## config.mk

```make
export PLATFORM = sky130hd
export DESIGN_NAME = fpga_config_pin_control
export DESIGN_NICKNAME = d
export VERILOG_FILES = /design/src/cfg_pins_pkg.sv /design/src/fpga_config_pin_control.sv /design/src/cfg_word_fifo.sv
export VERILOG_INCLUDE_DIRS = /design/src
export SDC_FILE = /design/constraint.sdc
export NUM_CORES = 1
export LEC_CHECK = 0
export ABC_AREA = 1
export BUFFER_PORTS_ARGS = -buffer_cell sky130_fd_sc_hd__buf_2
export CAP_MARGIN = 10
export CORE_MARGIN = 2
export CORE_UTILIZATION = 59
export DETAILED_ROUTE_END_ITERATION = 12
export PLACE_DENSITY = 0.8
export SETUP_SLACK_MARGIN = 0.4
export SLEW_MARGIN = 10
export SYNTH_ARGS = -nofsm -noshare
export SYNTH_HDL_FRONTEND = slang
export SYNTH_SLANG_ARGS = --single-unit
```

## constraint.sdc

```tcl
create_clock -name clk -period 12.4 [get_ports clk]
set_input_delay 1.24 -clock clk [delete_from_list [all_inputs] [get_ports clk]]
set_output_delay 1.24 -clock clk [all_outputs]
set_load 0.02 [all_outputs]
```

## src/cfg_pins_cfg.svh

```systemverilog
/*
 * Constants for the configuration pin controller: timing counts, widths,
 * the flash read command and the test port instruction codes.
 * Assumes a 100 MHz system clock.
 */
`ifndef CFG_PINS_CFG_SVH
`define CFG_PINS_CFG_SVH

`define CFG_CLK_NS        10
`define CFG_ACT_HALF_NS   40
`define CFG_ACT_HALF_CYC  ((`CFG_ACT_HALF_NS + `CFG_CLK_NS - 1) / `CFG_CLK_NS)
`define CFG_WORD_BITS     32
`define CFG_CMD_BITS      32
`define CFG_FIFO_DEPTH    4
`define CFG_READ_CMD      8'h03
`define CFG_IMG_ADDR_LSB  20
`define CFG_IR_BITS       4
`define CFG_IR_IDCODE     4'h1
`define CFG_IR_BYPASS     4'hf
`define CFG_IR_CAPTURE    4'h1
`define CFG_IDCODE        32'h1234_5679 // arbitrary value

`endif

```

## src/cfg_pins_pkg.sv

```systemverilog
/*
 * Types shared by the configuration pin controller.
 * Assumes cfg_pins_cfg.svh supplies the numeric constants.
 */
`default_nettype none

package cfg_pins_pkg;

	typedef enum logic [2:0] {W1, W2, W4, W8, W16, W32} width_t;

	typedef enum logic [2:0] {ST_RESET, ST_IDLE, ST_CMD, ST_LOAD, ST_RELEASE, ST_USER} load_state_t;

	typedef enum logic [3:0] {
		T_RESET, T_IDLE, T_SEL_DR, T_CAP_DR, T_SH_DR, T_EX1_DR, T_PA_DR, T_EX2_DR,
		T_UP_DR, T_SEL_IR, T_CAP_IR, T_SH_IR, T_EX1_IR, T_PA_IR, T_EX2_IR, T_UP_IR
	} tap_state_t;

	// pins sampled from outside the clock domain
	typedef struct packed {
		logic        reconfig_n;
		logic        mode;
		logic        done;
		logic        chain_in;
		logic        test_n;
		logic        cclk;
		logic        alt_clk;
		logic        tck;
		logic        tms;
		logic        tdi;
		logic [1:0]  image;
		logic [31:0] data;
	} sense_t;

endpackage : cfg_pins_pkg

`default_nettype wire

```

## src/fpga_config_pin_control.sv

```systemverilog
/*
 * Configuration pin controller: done line, reconfiguration trigger, mode
 * sensing, flash chip selects, data line directions, configuration clock,
 * chain selects, error status and the test access port.
 * Assumes all pins arrive asynchronously and the core consumes words.
 */
// Contract
// - done line is open drain, held low until loading finishes.
// - user mode waits until the shared done line really reads high.
// - test port samples TMS and TDI on rising TCK.
// - TDO changes only after a falling TCK edge.
// - TDO is not driven unless shifting.
// - undriven TMS and TDI read as one.
// - TDI shifts into instruction or data register; TDO comes from same one.
// - image select 00..11 picks images one to four.
// - image select ignored for single image or remote update.
// - chain select in low refuses configuration; high allows it.
// - chain select out asserts once own configuration completes.
// - error output low on identity mismatch, CRC failure or update failure.
// - mode pin sampled at trigger release: zero passive, one active.
// - in active mode the mode pin becomes lower flash chip select.
// - x8 active mode drives the upper flash chip select.
// - line zero output in x1 active, bidirectional in other active widths, input only in passive; line four in x8.
// - data bus up to 32 lines, used according to selected width.
// - clock pin is input in passive mode, output in active mode.
// - active mode may derive its clock from the alternative clock input.
// - chain select out low in reset and loading, high after bitstream ends.
`default_nettype none

`include "cfg_pins_cfg.svh"

module fpga_config_pin_control (
	input  wire logic                       clk,
	input  wire logic                       rst,
	input  wire logic                       reconfig_n,
	input  wire logic                       config_done_in,
	output logic                            config_done_out,
	output logic                            config_done_oe,
	input  wire logic                       chain_select_in,
	output logic                            chain_select_out,
	output logic                            config_error_n,
	input  wire logic                       mode_sense_lower_flash_cs_n_in,
	output logic                            mode_sense_lower_flash_cs_n_out,
	output logic                            mode_sense_lower_flash_cs_n_oe,
	output logic                            upper_flash_cs_n,
	input  wire logic                       config_clock_pin_in,
	output logic                            config_clock_pin_out,
	output logic                            config_clock_pin_oe,
	input  wire logic [31:0]                config_data_lines_in,
	output logic      [31:0]                config_data_lines_out,
	output logic      [31:0]                config_data_lines_oe,
	input  wire logic                       alt_config_clock,
	input  wire logic                       alt_clock_en,
	input  wire cfg_pins_pkg::width_t       bus_width,
	input  wire logic                       multi_image_en,
	input  wire logic                       remote_update,
	input  wire logic [1:0]                 remote_image,
	input  wire logic [1:0]                 image_select,
	input  wire logic                       test_mode_n,
	input  wire logic                       id_mismatch,
	input  wire logic                       crc_fail,
	input  wire logic                       update_fail,
	input  wire logic                       bitstream_end,
	output logic      [31:0]                word_data,
	output logic                            word_valid,
	input  wire logic                       word_ready,
	output logic      [1:0]                 image_index,
	output logic                            user_mode,
	input  wire logic                       tck,
	input  wire logic                       tms,
	input  wire logic                       tdi,
	output logic                            tdo,
	output logic                            tdo_oe
);

	localparam cfg_pins_pkg::sense_t SENSE_RST = '{tms: 1'b1, tdi: 1'b1, default: '0};
	localparam logic [3:0] HALF_LAST = 4'(`CFG_ACT_HALF_CYC - 1);

	// three-stage pin sampling with agreement filter
	cfg_pins_pkg::sense_t s1_reg;
	cfg_pins_pkg::sense_t s2_reg;
	cfg_pins_pkg::sense_t s3_reg;
	cfg_pins_pkg::sense_t f_reg;
	cfg_pins_pkg::sense_t f_next;
	cfg_pins_pkg::sense_t raw;

	assign raw = '{reconfig_n: reconfig_n, mode: mode_sense_lower_flash_cs_n_in, done: config_done_in,
		chain_in: chain_select_in, test_n: test_mode_n, cclk: config_clock_pin_in,
		alt_clk: alt_config_clock, tck: tck, tms: tms, tdi: tdi, image: image_select,
		data: config_data_lines_in};

	always_comb
	begin
		f_next = (s2_reg & s3_reg) | (f_reg & (s2_reg | s3_reg));
	end

	always_ff @(posedge clk or posedge rst)
	begin
		if (rst)
		begin
			s1_reg <= SENSE_RST;
			s2_reg <= SENSE_RST;
			s3_reg <= SENSE_RST;
			f_reg  <= SENSE_RST;
		end
		else
		begin
			s1_reg <= raw;
			s2_reg <= s1_reg;
			s3_reg <= s2_reg;
			f_reg  <= f_next;
		end
	end

	logic cclk_rise;
	logic alt_rise;
	logic tck_rise;
	logic tck_fall;

	assign cclk_rise = f_next.cclk && !f_reg.cclk;
	assign alt_rise  = f_next.alt_clk && !f_reg.alt_clk;
	assign tck_rise  = f_next.tck && !f_reg.tck;
	assign tck_fall  = !f_next.tck && f_reg.tck;

	function automatic logic [5:0] lane_bits(input cfg_pins_pkg::width_t w);
		case (w)
			cfg_pins_pkg::W1:  lane_bits = 6'h01;
			cfg_pins_pkg::W2:  lane_bits = 6'h02;
			cfg_pins_pkg::W4:  lane_bits = 6'h04;
			cfg_pins_pkg::W8:  lane_bits = 6'h08;
			cfg_pins_pkg::W16: lane_bits = 6'h10;
			default:           lane_bits = 6'h20;
		endcase
	endfunction : lane_bits

	function automatic logic [31:0] append(input logic [31:0] word, input logic [31:0] d,
		input cfg_pins_pkg::width_t w, input logic active);
		case (w)
			cfg_pins_pkg::W1:  append = {word[30:0], active ? d[1] : d[0]};
			cfg_pins_pkg::W2:  append = {word[29:0], d[1:0]};
			cfg_pins_pkg::W4:  append = {word[27:0], d[3:0]};
			cfg_pins_pkg::W8:  append = {word[23:0], d[7:0]};
			cfg_pins_pkg::W16: append = {word[15:0], d[15:0]};
			default:           append = d;
		endcase
	endfunction : append

	// load sequencer
	cfg_pins_pkg::load_state_t state_reg;
	cfg_pins_pkg::load_state_t state_next;
	logic        mode_reg;
	logic        mode_next;
	logic [1:0]  image_reg;
	logic [1:0]  image_next;
	logic        error_reg;
	logic        error_next;
	logic        cso_reg;
	logic        cso_next;
	logic        done_oe_reg;
	logic        done_oe_next;
	logic        csl_reg;
	logic        csl_next;
	logic        csu_reg;
	logic        csu_next;
	logic        cclk_reg;
	logic        cclk_next;
	logic [3:0]  div_reg;
	logic [3:0]  div_next;
	logic [5:0]  cmdcnt_reg;
	logic [5:0]  cmdcnt_next;
	logic [31:0] cmd_reg;
	logic [31:0] cmd_next;
	logic [31:0] word_reg;
	logic [31:0] word_next;
	logic [5:0]  fill_reg;
	logic [5:0]  fill_next;
	logic        push_valid;
	logic        push_ready;
	logic [31:0] push_word;
	logic        tick;
	logic        gen_rise;
	logic        gen_fall;
	logic        sample;
	logic        word_full;
	logic        x8;
	logic        running;

	assign x8        = bus_width == cfg_pins_pkg::W8;
	assign running   = mode_reg && (state_reg == cfg_pins_pkg::ST_CMD || state_reg == cfg_pins_pkg::ST_LOAD);
	assign tick      = alt_clock_en ? alt_rise : div_reg == HALF_LAST;
	// rising edge held back while the buffer cannot accept a word
	assign gen_rise  = running && tick && !cclk_reg && push_ready;
	assign gen_fall  = running && tick && cclk_reg;
	assign sample    = state_reg == cfg_pins_pkg::ST_LOAD && (mode_reg ? gen_rise : cclk_rise);
	assign word_full = fill_reg + lane_bits(bus_width) == 6'h20;
	assign push_word = append(word_reg, f_reg.data, bus_width, mode_reg);
	assign push_valid = sample && (word_full || bus_width == cfg_pins_pkg::W32);

	always_comb
	begin
		state_next   = state_reg;
		mode_next    = mode_reg;
		image_next   = image_reg;
		error_next   = error_reg;
		cso_next     = cso_reg;
		done_oe_next = done_oe_reg;
		csl_next     = csl_reg;
		csu_next     = csu_reg;
		cclk_next    = cclk_reg;
		div_next     = (running && !tick && !alt_clock_en) ? div_reg + 4'h1 : 4'h0;
		cmdcnt_next  = cmdcnt_reg;
		cmd_next     = cmd_reg;
		word_next    = word_reg;
		fill_next    = fill_reg;
		if (gen_rise)
			cclk_next = 1'b1;
		if (gen_fall)
			cclk_next = 1'b0;
		if (sample)
		begin
			word_next = push_word;
			fill_next = push_valid ? 6'h00 : fill_reg + lane_bits(bus_width);
		end
		if (id_mismatch || crc_fail || update_fail)
			error_next = 1'b1;
		if (push_valid && !push_ready)
			error_next = 1'b1;
		if (!f_reg.reconfig_n)
		begin
			state_next   = cfg_pins_pkg::ST_RESET;
			error_next   = 1'b0;
			cso_next     = 1'b0;
			done_oe_next = 1'b1;
			csl_next     = 1'b1;
			csu_next     = 1'b1;
			cclk_next    = 1'b0;
			fill_next    = 6'h00;
		end
		else
		begin
			case (state_reg)
				cfg_pins_pkg::ST_RESET:
				begin
					// first cycle after the trigger is released
					mode_next  = f_reg.mode;
					image_next = (multi_image_en && !remote_update) ? f_reg.image :
						(remote_update ? remote_image : 2'h0);
					state_next = cfg_pins_pkg::ST_IDLE;
				end
				cfg_pins_pkg::ST_IDLE:
				begin
					if (f_reg.chain_in && f_reg.test_n)
					begin
						if (mode_reg)
						begin
							csl_next    = 1'b0;
							csu_next    = !x8;
							cmd_next    = {`CFG_READ_CMD, 24'(image_reg) << `CFG_IMG_ADDR_LSB};
							cmdcnt_next = 6'h00;
							state_next  = cfg_pins_pkg::ST_CMD;
						end
						else
							state_next = cfg_pins_pkg::ST_LOAD;
					end
				end
				cfg_pins_pkg::ST_CMD:
				begin
					if (gen_fall && cclk_reg)
					begin
						cmd_next    = {cmd_reg[30:0], 1'b0};
						cmdcnt_next = cmdcnt_reg + 6'h01;
						if (cmdcnt_reg == 6'(`CFG_CMD_BITS - 1))
							state_next = cfg_pins_pkg::ST_LOAD;
					end
				end
				cfg_pins_pkg::ST_LOAD:
				begin
					if (!f_reg.chain_in)
					begin
						csl_next   = 1'b1;
						csu_next   = 1'b1;
						cclk_next  = 1'b0;
						fill_next  = 6'h00;
						state_next = cfg_pins_pkg::ST_IDLE;
					end
					else if (bitstream_end)
					begin
						csl_next     = 1'b1;
						csu_next     = 1'b1;
						cclk_next    = 1'b0;
						cso_next     = 1'b1;
						done_oe_next = 1'b0;
						state_next   = cfg_pins_pkg::ST_RELEASE;
					end
				end
				cfg_pins_pkg::ST_RELEASE:
				begin
					if (f_reg.done)
						state_next = cfg_pins_pkg::ST_USER;
				end
				default:
				begin
					state_next = cfg_pins_pkg::ST_USER;
				end
			endcase
		end
	end

	always_ff @(posedge clk or posedge rst)
	begin
		if (rst)
		begin
			state_reg   <= cfg_pins_pkg::ST_RESET;
			mode_reg    <= 1'b0;
			image_reg   <= 2'h0;
			error_reg   <= 1'b0;
			cso_reg     <= 1'b0;
			done_oe_reg <= 1'b1;
			csl_reg     <= 1'b1;
			csu_reg     <= 1'b1;
			cclk_reg    <= 1'b0;
			div_reg     <= 4'h0;
			cmdcnt_reg  <= 6'h00;
			cmd_reg     <= 32'h0000_0000;
			word_reg    <= 32'h0000_0000;
			fill_reg    <= 6'h00;
		end
		else
		begin
			state_reg   <= state_next;
			mode_reg    <= mode_next;
			image_reg   <= image_next;
			error_reg   <= error_next;
			cso_reg     <= cso_next;
			done_oe_reg <= done_oe_next;
			csl_reg     <= csl_next;
			csu_reg     <= csu_next;
			cclk_reg    <= cclk_next;
			div_reg     <= div_next;
			cmdcnt_reg  <= cmdcnt_next;
			cmd_reg     <= cmd_next;
			word_reg    <= word_next;
			fill_reg    <= fill_next;
		end
	end

	cfg_word_fifo #(
		.WIDTH (`CFG_WORD_BITS),
		.DEPTH (`CFG_FIFO_DEPTH)
	) u_fifo (
		.clk       (clk),
		.rst       (rst),
		.in_valid  (push_valid),
		.in_ready  (push_ready),
		.in_data   (push_word),
		.out_valid (word_valid),
		.out_ready (word_ready),
		.out_data  (word_data)
	);

	logic pins_active;
	logic in_cmd;

	assign pins_active = mode_reg && state_reg != cfg_pins_pkg::ST_RESET && state_reg != cfg_pins_pkg::ST_USER;
	assign in_cmd      = mode_reg && state_reg == cfg_pins_pkg::ST_CMD;

	assign config_done_out                 = 1'b0;
	assign config_done_oe                  = done_oe_reg;
	assign chain_select_out                = cso_reg;
	assign config_error_n                  = !error_reg;
	assign image_index                     = image_reg;
	assign user_mode                       = state_reg == cfg_pins_pkg::ST_USER;
	assign mode_sense_lower_flash_cs_n_out = csl_reg;
	assign mode_sense_lower_flash_cs_n_oe  = pins_active;
	assign upper_flash_cs_n                = csu_reg;
	assign config_clock_pin_out            = cclk_reg;
	assign config_clock_pin_oe             = running;

	always_comb
	begin
		config_data_lines_out    = 32'h0000_0000;
		config_data_lines_oe     = 32'h0000_0000;
		config_data_lines_out[0] = cmd_reg[31];
		config_data_lines_out[4] = cmd_reg[31];
		config_data_lines_oe[0]  = in_cmd || (running && bus_width == cfg_pins_pkg::W1);
		config_data_lines_oe[4]  = in_cmd && x8;
	end

	// test access port
	cfg_pins_pkg::tap_state_t tap_reg;
	cfg_pins_pkg::tap_state_t tap_next;
	logic [3:0]  ir_reg;
	logic [3:0]  ir_next;
	logic [3:0]  irsh_reg;
	logic [3:0]  irsh_next;
	logic [31:0] dr_reg;
	logic [31:0] dr_next;
	logic        tdo_reg;
	logic        tdo_next;
	logic        tdo_oe_reg;
	logic        tdo_oe_next;

	function automatic cfg_pins_pkg::tap_state_t tap_step(input cfg_pins_pkg::tap_state_t s, input logic m);
		case (s)
			cfg_pins_pkg::T_RESET:  tap_step = m ? cfg_pins_pkg::T_RESET : cfg_pins_pkg::T_IDLE;
			cfg_pins_pkg::T_IDLE:   tap_step = m ? cfg_pins_pkg::T_SEL_DR : cfg_pins_pkg::T_IDLE;
			cfg_pins_pkg::T_SEL_DR: tap_step = m ? cfg_pins_pkg::T_SEL_IR : cfg_pins_pkg::T_CAP_DR;
			cfg_pins_pkg::T_CAP_DR: tap_step = m ? cfg_pins_pkg::T_EX1_DR : cfg_pins_pkg::T_SH_DR;
			cfg_pins_pkg::T_SH_DR:  tap_step = m ? cfg_pins_pkg::T_EX1_DR : cfg_pins_pkg::T_SH_DR;
			cfg_pins_pkg::T_EX1_DR: tap_step = m ? cfg_pins_pkg::T_UP_DR : cfg_pins_pkg::T_PA_DR;
			cfg_pins_pkg::T_PA_DR:  tap_step = m ? cfg_pins_pkg::T_EX2_DR : cfg_pins_pkg::T_PA_DR;
			cfg_pins_pkg::T_EX2_DR: tap_step = m ? cfg_pins_pkg::T_UP_DR : cfg_pins_pkg::T_SH_DR;
			cfg_pins_pkg::T_UP_DR:  tap_step = m ? cfg_pins_pkg::T_SEL_DR : cfg_pins_pkg::T_IDLE;
			cfg_pins_pkg::T_SEL_IR: tap_step = m ? cfg_pins_pkg::T_RESET : cfg_pins_pkg::T_CAP_IR;
			cfg_pins_pkg::T_CAP_IR: tap_step = m ? cfg_pins_pkg::T_EX1_IR : cfg_pins_pkg::T_SH_IR;
			cfg_pins_pkg::T_SH_IR:  tap_step = m ? cfg_pins_pkg::T_EX1_IR : cfg_pins_pkg::T_SH_IR;
			cfg_pins_pkg::T_EX1_IR: tap_step = m ? cfg_pins_pkg::T_UP_IR : cfg_pins_pkg::T_PA_IR;
			cfg_pins_pkg::T_PA_IR:  tap_step = m ? cfg_pins_pkg::T_EX2_IR : cfg_pins_pkg::T_PA_IR;
			cfg_pins_pkg::T_EX2_IR: tap_step = m ? cfg_pins_pkg::T_UP_IR : cfg_pins_pkg::T_SH_IR;
			default:                tap_step = m ? cfg_pins_pkg::T_SEL_DR : cfg_pins_pkg::T_IDLE;
		endcase
	endfunction : tap_step

	always_comb
	begin
		tap_next    = tap_reg;
		ir_next     = ir_reg;
		irsh_next   = irsh_reg;
		dr_next     = dr_reg;
		tdo_next    = tdo_reg;
		tdo_oe_next = tdo_oe_reg;
		if (tck_rise)
		begin
			tap_next = tap_step(tap_reg, f_reg.tms);
			case (tap_reg)
				cfg_pins_pkg::T_RESET:  ir_next = `CFG_IR_IDCODE;
				cfg_pins_pkg::T_CAP_IR: irsh_next = `CFG_IR_CAPTURE;
				cfg_pins_pkg::T_SH_IR:  irsh_next = {f_reg.tdi, irsh_reg[3:1]};
				cfg_pins_pkg::T_UP_IR:  ir_next = irsh_reg;
				cfg_pins_pkg::T_CAP_DR: dr_next = (ir_reg == `CFG_IR_IDCODE) ? `CFG_IDCODE : 32'h0000_0000;
				cfg_pins_pkg::T_SH_DR:
				begin
					if (ir_reg == `CFG_IR_IDCODE)
						dr_next = {f_reg.tdi, dr_reg[31:1]};
					else
						dr_next = {31'h0000_0000, f_reg.tdi};
				end
				default:
				begin
					dr_next = dr_reg;
				end
			endcase
		end
		if (tck_fall)
		begin
			tdo_next    = (tap_reg == cfg_pins_pkg::T_SH_IR) ? irsh_reg[0] : dr_reg[0];
			tdo_oe_next = tap_reg == cfg_pins_pkg::T_SH_IR || tap_reg == cfg_pins_pkg::T_SH_DR;
		end
	end

	always_ff @(posedge clk or posedge rst)
	begin
		if (rst)
		begin
			tap_reg    <= cfg_pins_pkg::T_RESET;
			ir_reg     <= `CFG_IR_IDCODE;
			irsh_reg   <= 4'h0;
			dr_reg     <= 32'h0000_0000;
			tdo_reg    <= 1'b0;
			tdo_oe_reg <= 1'b0;
		end
		else
		begin
			tap_reg    <= tap_next;
			ir_reg     <= ir_next;
			irsh_reg   <= irsh_next;
			dr_reg     <= dr_next;
			tdo_reg    <= tdo_next;
			tdo_oe_reg <= tdo_oe_next;
		end
	end

	assign tdo    = tdo_reg;
	assign tdo_oe = tdo_oe_reg;

endmodule : fpga_config_pin_control

`default_nettype wire

```

## src/cfg_word_fifo.sv

```systemverilog
/*
 * Small synchronous FIFO for configuration words.
 * Assumes one clock; DEPTH is a power of two.
 */
`default_nettype none

module cfg_word_fifo #(
	parameter int WIDTH = 32,
	parameter int DEPTH = 4
) (
	input  wire logic             clk,
	input  wire logic             rst,
	input  wire logic             in_valid,
	output logic                  in_ready,
	input  wire logic [WIDTH-1:0] in_data,
	output logic                  out_valid,
	input  wire logic             out_ready,
	output logic      [WIDTH-1:0] out_data
);

	localparam int AW = $clog2(DEPTH);

	logic [WIDTH-1:0] mem_reg [DEPTH];
	logic [AW:0]      wr_reg;
	logic [AW:0]      wr_next;
	logic [AW:0]      rd_reg;
	logic [AW:0]      rd_next;
	logic             push;
	logic             pop;

	assign in_ready  = (wr_reg ^ rd_reg) != {1'b1, {AW{1'b0}}};
	assign out_valid = wr_reg != rd_reg;
	assign out_data  = mem_reg[rd_reg[AW-1:0]];
	assign push      = in_valid && in_ready;
	assign pop       = out_valid && out_ready;

	always_comb
	begin
		wr_next = push ? wr_reg + 1'b1 : wr_reg;
		rd_next = pop ? rd_reg + 1'b1 : rd_reg;
	end

	always_ff @(posedge clk or posedge rst)
	begin
		if (rst)
		begin
			wr_reg <= '0;
			rd_reg <= '0;
		end
		else
		begin
			wr_reg <= wr_next;
			rd_reg <= rd_next;
		end
	end

	// storage carries no reset
	always_ff @(posedge clk)
	begin
		if (push)
			mem_reg[wr_reg[AW-1:0]] <= in_data;
	end

endmodule : cfg_word_fifo

`default_nettype wire

```

* Yosys cells after proc, flatten, opt, wreduce, memory -nomap -nowiden
Memory sizes are Yosys's and may differ from the RTL's.
Cells that the tools add are included.
** Word-level totals
- Output and inout port bits :: 111
- Bits in registers :: 319
- Memories :: 1
- Logic and storage cells :: 263
- RAM bits :: 128
** Memory list
- u_fifo.mem_reg :: words 4, width 32, read ports 1, clocked after Yosys merged registers in 0, write ports 1, RTL line cfg_word_fifo.sv:23 : logic [WIDTH-1:0] mem_reg [DEPTH];
** Cells by class
- Bitwise gates (word level) :: 5
- Reductions and logical operators :: 59
- Add/subtract/negate cells :: 6
- Equal/unequal tests :: 44
- Mux-type cells :: 78
** Operators with widths (count)
- $pmux W32 S5 :: 1
- $mux W32 :: 4
- $pmux W32 S2 :: 2
- $and A44 B44 Y44 :: 2
- $or A44 B44 Y44 :: 2
- $mux W6 :: 9
- $pmux W4 S11 :: 1
- $mux W1 :: 34
- $pmux W6 S5 :: 1
- $mux W29 :: 1
- $eq A4 B4 Y1 const B :: 7
- $mux W3 :: 9
- $logic_and A1 B1 Y1 :: 24
- $ne A3 B3 Y1 const B :: 7
- $mux W4 :: 5
- $eq A4 B3 Y1 const B :: 4
- $pmux W4 S2 :: 2
- $pmux W3 S5 :: 1
- $add A6 B6 Y6 :: 2
- $eq A3 B2 Y1 const B :: 4
- $eq A3 B3 Y1 const B :: 4
- $eq A4 B2 Y1 const B :: 3
- $pmux W6 S2 :: 1
- $logic_not A1 Y1 :: 11
- other kinds (25) :: 51

* Depth between registers and ports, before layout
Gate-level depths: netlist (run 1).
- Word-level depth :: 17
- Gate-level depth with buffers :: 18
- Mapped depth without buffers :: 17

* Hierarchy
From an unflattened synthesis (run 1), not the netlist that was laid out.
** Unflattened totals
- Cells, all modules :: 1501
- Area, all modules :: 17022.6 sq um
** Modules (own cells, without submodules)
- fpga_config_pin_control :: cells each 1130, instances 1, seq. area each 7347.0 sq um, area an instance 11863.9 sq um
- cfg_word_fifo :: cells each 371, instances 1, seq. area each 3993.8 sq um, area an instance 5158.7 sq um

* Worst setup path after synthesis (run 1)
No wires, ideal clock.
- Kind :: input -> register
- Start :: input port bus_width[2]
- End :: memory u_fifo.mem_reg[0][0] (enable)
- Arrival :: 4.626 ns
- Stages :: 14
- Slack :: 7.353 ns
- Setup time :: 0.421 ns
- Cell sequence :: buf_2 -> nor2_1 -> clkbuf_1 -> ha_1 -> inv_1 -> fa_1 -> nand2_1 -> nor2_1 -> nand3_1 -> nor2_1 -> nand2_1 -> nand2_1 -> nand3_2 -> nor2_1
** On the way
- Longest elaborated chain between the ends :: 9
- Elaborated cells between the ends (all ways) :: 14
- Those cells by class :: add/sub (1); eq/ne (6); mux (3); reduce/logical (4)
** RTL lines
- start, declared :: RTL line fpga_config_pin_control.sv:54 : input wire cfg_pins_pkg::width_t bus_width,
- $eq A3 B3 Y1 (tied with other cells) :: RTL line fpga_config_pin_control.sv:126 : case (w)
- $pmux W6 S5 :: RTL line fpga_config_pin_control.sv:126
- $add A6 B6 Y6 :: RTL line fpga_config_pin_control.sv:195 : assign word_full = fill_reg + lane_bits(bus_width) == 6'h20;
- $eq A6 B6 Y1 :: RTL line fpga_config_pin_control.sv:195
- $logic_or A1 B1 Y1 (*) :: RTL line fpga_config_pin_control.sv:197 : assign push_valid = sample && (word_full || bus_width == cfg_pins_pkg::W32);
- $logic_and A1 B1 Y1 (*) :: RTL line fpga_config_pin_control.sv:197
- $logic_and A1 B1 Y1 (*) :: RTL line cfg_word_fifo.sv:34 : assign push = in_valid && in_ready;
- $mux W1 (*) :: RTL line cfg_word_fifo.sv:60 : if (push)
- $mux W1 (implied by the code) (*) :: RTL line cfg_word_fifo.sv:61 : mem_reg[wr_reg[AW-1:0]] <= in_data;
- end, declared :: RTL line cfg_word_fifo.sv:23
Every way passes the cells marked *; elsewhere a longest branch is shown, timed or not.

* Worst setup path in the final report (run 1)
- Start :: input port bus_width[2]
- End :: memory u_fifo.mem_reg[2][20] (enable)
Same word-level chain as after synthesis.

==> impl_metrics.json, run 1 <==
{
  "synth_edf_count": 128,
  "grt_usage_pct": 23.1,
  "start_util_pct": 60.4,
  "wirelength_met1_mm": 15.2,
  "fill_cells": 2079,
  "cpMostUsedCell": "nand2_1",
  "grt_max_degree": 158,
  "skew_ns": 0.0261,
  "reg2regPathDepth": 11,
  "die_x_um": 173,
  "multi_input_area_um2": 4540,
  "wirelength_mm": 34.0,
  "p_comb_share_pct": 24.7,
  "route.met2.wl_mm": 16.0,
  "critPathKind": "in -> reg",
  "dieArea_um2": 30000,
  "postCtsHoldBufs": 0,
  "p_switching_w": 0.00132,
  "clk_latency_ns": 0.53,
  "drv_cap": 0,
  "synthCells": 1485,
  "cts_tree": "built",
  "fin_crit_ns": 4.99,
  "cts.sinks": 427,
  "maxSlewViolCount": 0,
  "yosysWarnings": 0,
  "synthArstFlopShare_pct": 70.0,
  "top_layer": "met4",
  "drt-initial-drc-count": 1018,
  "nets": 1660,
  "min_delay_path_depth": 0,
  "slew_headroom_pct": 19.5,
  "synth_seq_cells": 427,
  "cp_data_arrival_time_ns": 5.14,
  "hold_class": "reg -> reg",
  "synthFlopType": "dfrtp_1",
  "cp_cell_sequence": "buf_2 -> inv_1 -> nand3_1 -> clkinv_1 -> ha_1 -> a21oi_1 -> nand2_1 -> nand2_1 -> nand2_1 -> nor2_1 -> nand2_1 -> nand2_1 -> nand3_2 -> nor2_2 -> buf_4",
  "dp_hpwl_mm": 22.0,
  "critPathLaunchType": "primary input",
  "cts_root_buffer": "clkbuf_16",
  "yosysTopAreaCell": "dfrtp_1",
  "mostFrequentLayoutCells": "287 x dfrtp_1, 184 x nand2_1, 143 x o21ai_0",
  "cp_max_fo": 35,
  "finalSetupViolCount": 0,
  "placement_rows": 61,
  "die_y_um": 173,
  "numCtsBuffers": 43,
  "timing.final.crit_share_pct": 40.2,
  "syn-cell-area_um2": 16900,
  "clk_pin_slew_ns": 0.06,
  "wl_met3_mm": 2.14,
  "seqCellArea_um2": 11300,
  "status": "complete, no violations",
  "switching_share_pct": 32.8,
  "tightest_slew_ns": 1.20,
  "area_growth_syn_to_layout_pct": 11.9,
  "grt_pass1_wl_mm": 56.1,
  "clk_path_buf_depth": 3,
  "htreeDepth": 2,
  "ys_types": 42,
  "rsz0062_at_grt": "false",
  "synth_area_per_cell_um2": 11.4,
  "largest_reg_flops": 128,
  "powerDensity_nw_per_um2": 213,
  "numPortBuffers": 108,
  "cpMaxStageDelayCell": "nand3_1",
  "dr.pass1.iters": 5,
  "ir_drop_mv": 0.127,
  "p_int_w": 0.00270,
  "drive_gt1_share_pct": 13.2,
  "synth-seq-area-share_pct": 67.2,
  "antenna_found_initial": 1,
  "cp-end-kind": "flip-flop",
  "p_leak_nw": 8.10,
  "cts_setup_buffers": 0,
  "total_power_w": 0.00402,
  "gp_congestion": 0.937,
  "overflow": 0,
  "ys_top_cells_by_area": "dfrtp_1 43%, edfxtp_1 23%, o21ai_0 4.2%",
  "vias_per_cell": 5.50,
  "via_count": 11000,
  "worst-endpoint-required_ns": 12.55,
  "fmax_mhz": 201,
  "route.detailed.drc": 0,
  "ant_nets": 0,
  "core_area_um2": 27900,
  "ios": 170,
  "grt_pass1_vias": 10700,
  "wire_per_inst_um": 17.0,
  "seqPwrFrac_pct": 43.5,
  "fin_setup_tns_ns": 0,
  "slowest_delay_ns": 0.69,
  "post_cts_resized": 0,
  "synth_top_area_share_pct": 42.6,
  "pwr-share-clk_pct": 31.8,
  "layout_commonest_cell": "dfrtp_1",
  "hold_viol": 0
}
layout make-up:
class	count	share of cell area, %
Clock inverter	21	1.28
Antenna cell	1	0.0132
Clock buffer	56	6.17
Timing Repair Buffer	120	3.34
Multi-Input combinational cell	867	24.0
Inverter	129	2.60
Sequential cell	427	60.0
Tap cell	378	2.50
metrics by stage:
stage,instances,cell area [um2],util [%],worst slack [ns],hold WS [ns]
after floorplan,1545,17100,-,2.92,0.331
after CTS,1998,18900,67.6,7.54,0.346
final,1999,18900,67.6,7.41,0.343
after detailed placement,1921,17500,62.6,7.01,0.335
after global placement,1921,17500,62.6,7.14,0.333
after global routing,1999,18900,67.6,7.03,0.349
path summary, 6_finish.rpt:
path / from / end / slack [ns]
min in group asynchronous: rst / s2_reg[41] / 0.93
worst min-delay path: s1_reg[20] / s2_reg[20] / 0.34
worst max register to register: state_reg[2] / u_fifo.mem_reg[2][20] / 9.15
worst max-delay path: bus_width[2] / u_fifo.mem_reg[2][20] / 7.41
max in group asynchronous: rst / word_reg[21] / 9.87
worst min register to register: s1_reg[20] / s2_reg[20] / 0.34
Yosys cell counts (6+ instances only):
library cell / number
o21ai_1: 30
a21oi_1: 22
buf_2: 13
o2111ai_1: 6
nand2_1: 184
dfstp_2: 12
o211ai_1: 25
nand3_1: 64
ha_1: 12
maj3_1: 42
buf_4: 66
o21ai_0: 143
edfxtp_1: 128
nor2_1: 134
dfrtp_1: 287
o31ai_1: 15
clkbuf_1: 39
xor2_1: 6
inv_1: 123
o22ai_1: 84
nand4_1: 6
kinds of logic after synthesis:
group | Yosys count | share of synthesized area [%]
flops | 427 | 67.2
simple gates | 401 | 9.72
compound gates | 338 | 11.6
buf+inv | 251 | 7.33
fa+ha+maj | 55 | 3.50
xor+xnor | 11 | 0.571
other cells | 1 | 0.0222
mux | 1 | 0.0593
critical path: cells and delay by family:
family          cells  cell delay [ns]
simple gates        9             1.66
fa+ha+maj           1             0.46
compound gates      1             0.20
buf+inv             4             1.54
power groups by stage:
stage	logic (W)	registers [W]	clock network, W
2_1_floorplan	0.000716	0.00175	0
3_3_place_gp	0.000960	0.00177	0
3_5_place_dp	0.000988	0.00177	0
4_1_cts	0.000994	0.00175	0.00130
5_1_grt	0.00111	0.00177	0.00136
6_report	0.000995	0.00175	0.00128
routing by layer:
metal | global-route usage (%) | vias to the layer above
met5 | 0 | -
met4 | 5.69 | 0
met3 | 3.63 | 60
met2 | 36.4 | 374
met1 | 34.2 | 5363
li1 | - | 5194
No activity file was read; power rests on OpenSTA's default activity.
==> run 2: changes to the inputs <==
--- a/config.mk
+++ b/config.mk
@@ -6,7 +6,7 @@
 export SDC_FILE = /design/constraint.sdc
 export NUM_CORES = 1
 export LEC_CHECK = 0
-export ABC_AREA = 1
+export ABC_AREA = 0
 export BUFFER_PORTS_ARGS = -buffer_cell sky130_fd_sc_hd__buf_2
 export CAP_MARGIN = 10
 export CORE_MARGIN = 2
==> constraint.sdc (replaced) <==
create_clock -name clk -period 5.1 [get_ports clk]
set_input_delay 0.51 -clock clk [delete_from_list [all_inputs] [get_ports clk]]
set_output_delay 0.51 -clock clk [all_outputs]
set_load 0.02 [all_outputs]
==> run 2 against run 1 <==
Net effect: worst setup slack got worse by 6.1 ns; area after synthesis increased by 1.3%; global-route usage decreased by 1.2 points; die area increased by 1.3%; via count decreased by 8.1%; sequential share of layout area decreased by 0.90 points; worst hold slack got worse by 0.27 ns; clock skew decreased by 0.0049 ns; synthesized cell count decreased by 12%; critical path depth decreased by 2; clock power increased by 140%; sequential cell count unchanged; largest cell class unchanged; largest power group unchanged; highest routed layer is now met5.
==> impl_metrics.json, run 2 <==
{
  "dieArea_um2": 30400,
  "switching_share_pct": 28.9,
  "grt_usage_pct": 21.9,
  "p_leak_nw": 8.01,
  "nets": 1472,
  "ios": 170,
  "finalSetupViolCount": 0,
  "drv_cap": 0,
  "die_y_um": 174,
  "ys_top_cells_by_area": "dfrtp_1 42%, edfxtp_1 22%, mux4_2 4.5%",
  "post_cts_resized": 0,
  "seqPwrFrac_pct": 46.7,
  "grt_max_degree": 173,
  "critPathKind": "in -> reg",
  "layout_commonest_cell": "dfrtp_1",
  "vias_per_cell": 5.55,
  "timing.final.crit_share_pct": 75.1,
  "synth_seq_cells": 427,
  "regToRegEndpoint": "u_fifo.mem_reg[2][7]",
  "total_power_w": 0.00909,
  "cts_setup_buffers": 0,
  "rsz0062_at_grt": "false",
  "dp_hpwl_mm": 21.0,
  "fmax_mhz": 261,
  "hold_class": "in -> reg",
  "area_growth_syn_to_layout_pct": 12.2,
  "yosysTopAreaCell": "dfrtp_1",
  "wirelength_mm": 32.6,
  "drive_gt1_share_pct": 18.9,
  "overflow": 0,
  "postCtsHoldBufs": 0,
  "p_comb_share_pct": 19.4,
  "worst-endpoint-required_ns": 5.32,
  "ant_nets": 0,
  "p_int_w": 0.00647,
  "synthCells": 1300,
  "status": "complete, no violations",
  "synth_top_area_share_pct": 42.0,
  "pwr-share-clk_pct": 33.9,
  "powerDensity_nw_per_um2": 474,
  "ir_drop_mv": 0.383,
  "cts_tree": "built",
  "skew_ns": 0.0212,
  "ys_types": 69,
  "r2r-start": "fill_reg[0]",
  "synthFlopType": "dfrtp_1",
  "wire_per_inst_um": 17.9,
  "clk_pin_slew_ns": 0.06,
  "tightest_slew_ns": 1.21,
  "placement_rows": 62,
  "synthArstFlopShare_pct": 70.0,
  "grt_pass1_wl_mm": 53.2,
  "p_switching_w": 0.00263,
  "synth_common_cells": "287 x dfrtp_1, 165 x nand2_1, 128 x edfxtp_1",
  "clk_latency_ns": 0.53,
  "via_count": 10100,
  "die_x_um": 174,
  "mostFrequentLayoutCells": "286 x dfrtp_1, 165 x nand2_1, 128 x edfxtp_1",
  "fin_setup_tns_ns": 0,
  "numCtsBuffers": 41,
  "hold_viol": 0,
  "reg2regPathDepth": 11,
  "min_delay_path_depth": 1,
  "antenna_found_initial": 3,
  "clk_path_buf_depth": 3,
  "synth_area_per_cell_um2": 13.2,
  "cts_root_buffer": "clkbuf_16",
  "htreeDepth": 2,
  "slew_headroom_pct": 19.0,
  "start_util_pct": 59.7,
  "holdCritStartpoint": "tdi",
  "cp_data_arrival_time_ns": 4.05,
  "numPortBuffers": 108,
  "syn-cell-area_um2": 17100,
  "grt_pass1_vias": 9960,
  "synth_edf_count": 128,
  "gp_congestion": 0.907,
  "yosysWarnings": 0,
  "yosysMostFrequentCell": "dfrtp_1",
  "dr.pass1.iters": 7,
  "cp_max_fo": 69,
  "r2r_slack_ns": 1.98,
  "synth-seq-area-share_pct": 66.3,
  "largest_reg_flops": 128,
  "cp-end-kind": "flip-flop",
  "maxSlewViolCount": 0,
  "fin_area_um2": 19200,
  "critPathLaunchType": "primary input",
  "fin_crit_ns": 3.83,
  "cts.sinks": 427,
  "route.detailed.drc": 0,
  "hold_end": "s1_reg[34]",
  "core_area_um2": 28600,
  "dpl_cell_area_um2": 17800,
  "drt-initial-drc-count": 1062
}
[run 2: kinds of logic (layout without fill, tap and decap cells)]
kind of cell	after synthesis	in the layout	synth area share, %
multiplexers	77	77	7.12
XOR/XNOR	16	16	0.907
other	1	62	0.0219
AO/OA/AOI/OAI	236	236	8.59
flip-flops	427	427	66.3
buffers and inverters	146	219	4.74
AND/OR/NAND/NOR	340	340	8.72
adder cells (fa/ha/maj)	57	57	3.57
[run 2: power by group through the flow]
| stage | Combinational [W] | Sequential (W) | Clock, W |
|---|---|---|---|
| 3_3_place_gp | 0.00172 | 0.00429 | 0 |
| 5_1_grt | 0.00195 | 0.00428 | 0.00330 |
| 2_1_floorplan | 0.00142 | 0.00414 | 0 |
| 4_1_cts | 0.00178 | 0.00424 | 0.00315 |
| 6_report | 0.00177 | 0.00424 | 0.00308 |
| 3_5_place_dp | 0.00177 | 0.00430 | 0 |
[run 2: final cells by class]
class | instances | area (um2)
clock buffers | 59 | 1210
clock inverters | 17 | 201
multi-input cells | 787 | 5180
well taps | 384 | 480
inverters | 16 | 63.8
fillers | 1975 | 9450
diodes | 1 | 2.50
repair buffers | 127 | 696
flip-flops and latches | 427 | 11300
[run 2: stage by stage]
stage / hold WS [ns] / utilization, % / std cells / setup slack, ns
3_3_place_gp: 0.332 / 62.1 / 1741 / 1.03
3_5_place_dp: 0.335 / 62.1 / 1741 / 0.873
2_1_floorplan: 0.331 / - / 1360 / 0.546
6_report: 0.0774 / 67.0 / 1818 / 1.27
4_1_cts: 0.0638 / 67.0 / 1817 / 1.36
5_1_grt: 0.0653 / 67.0 / 1817 / 1.11
[run 2: worst max-delay path: stages]
cell	delay, ns
buf_2	0.09
buf_4	0.56
nor2_1	0.26
and2_1	0.24
ha_1	0.33
a21oi_1	0.19
nand2_1	0.09
a41oi_1	0.32
xor3_1	0.28
a21oi_1	0.52
nor2_2	0.17
and2_1	0.20
buf_4	0.27
[run 2: per-layer routing]
metal / vias up / track usage, % / wire [um]
li1: 4680 / - / -
met1: 5009 / 32.1 / 14300
met2: 353 / 34.3 / 15400
met3: 50 / 4.64 / 2260
met4: 4 / 5.32 / 605
met5: - / 0 / 24
[run 2: how the worst max path moves through the flow]
stage	from	endpoint	depth (start not counted)
2_1_floorplan	bus_width[0]	u_fifo.mem_reg[3][0]	12
3_3_place_gp	bus_width[0]	u_fifo.mem_reg[1][10]	13
3_5_place_dp	bus_width[0]	u_fifo.mem_reg[1][5]	13
4_1_cts	bus_width[0]	u_fifo.mem_reg[0][15]	13
6_report	bus_width[0]	u_fifo.mem_reg[2][7]	13
5_1_grt	bus_width[0]	u_fifo.mem_reg[1][3]	13
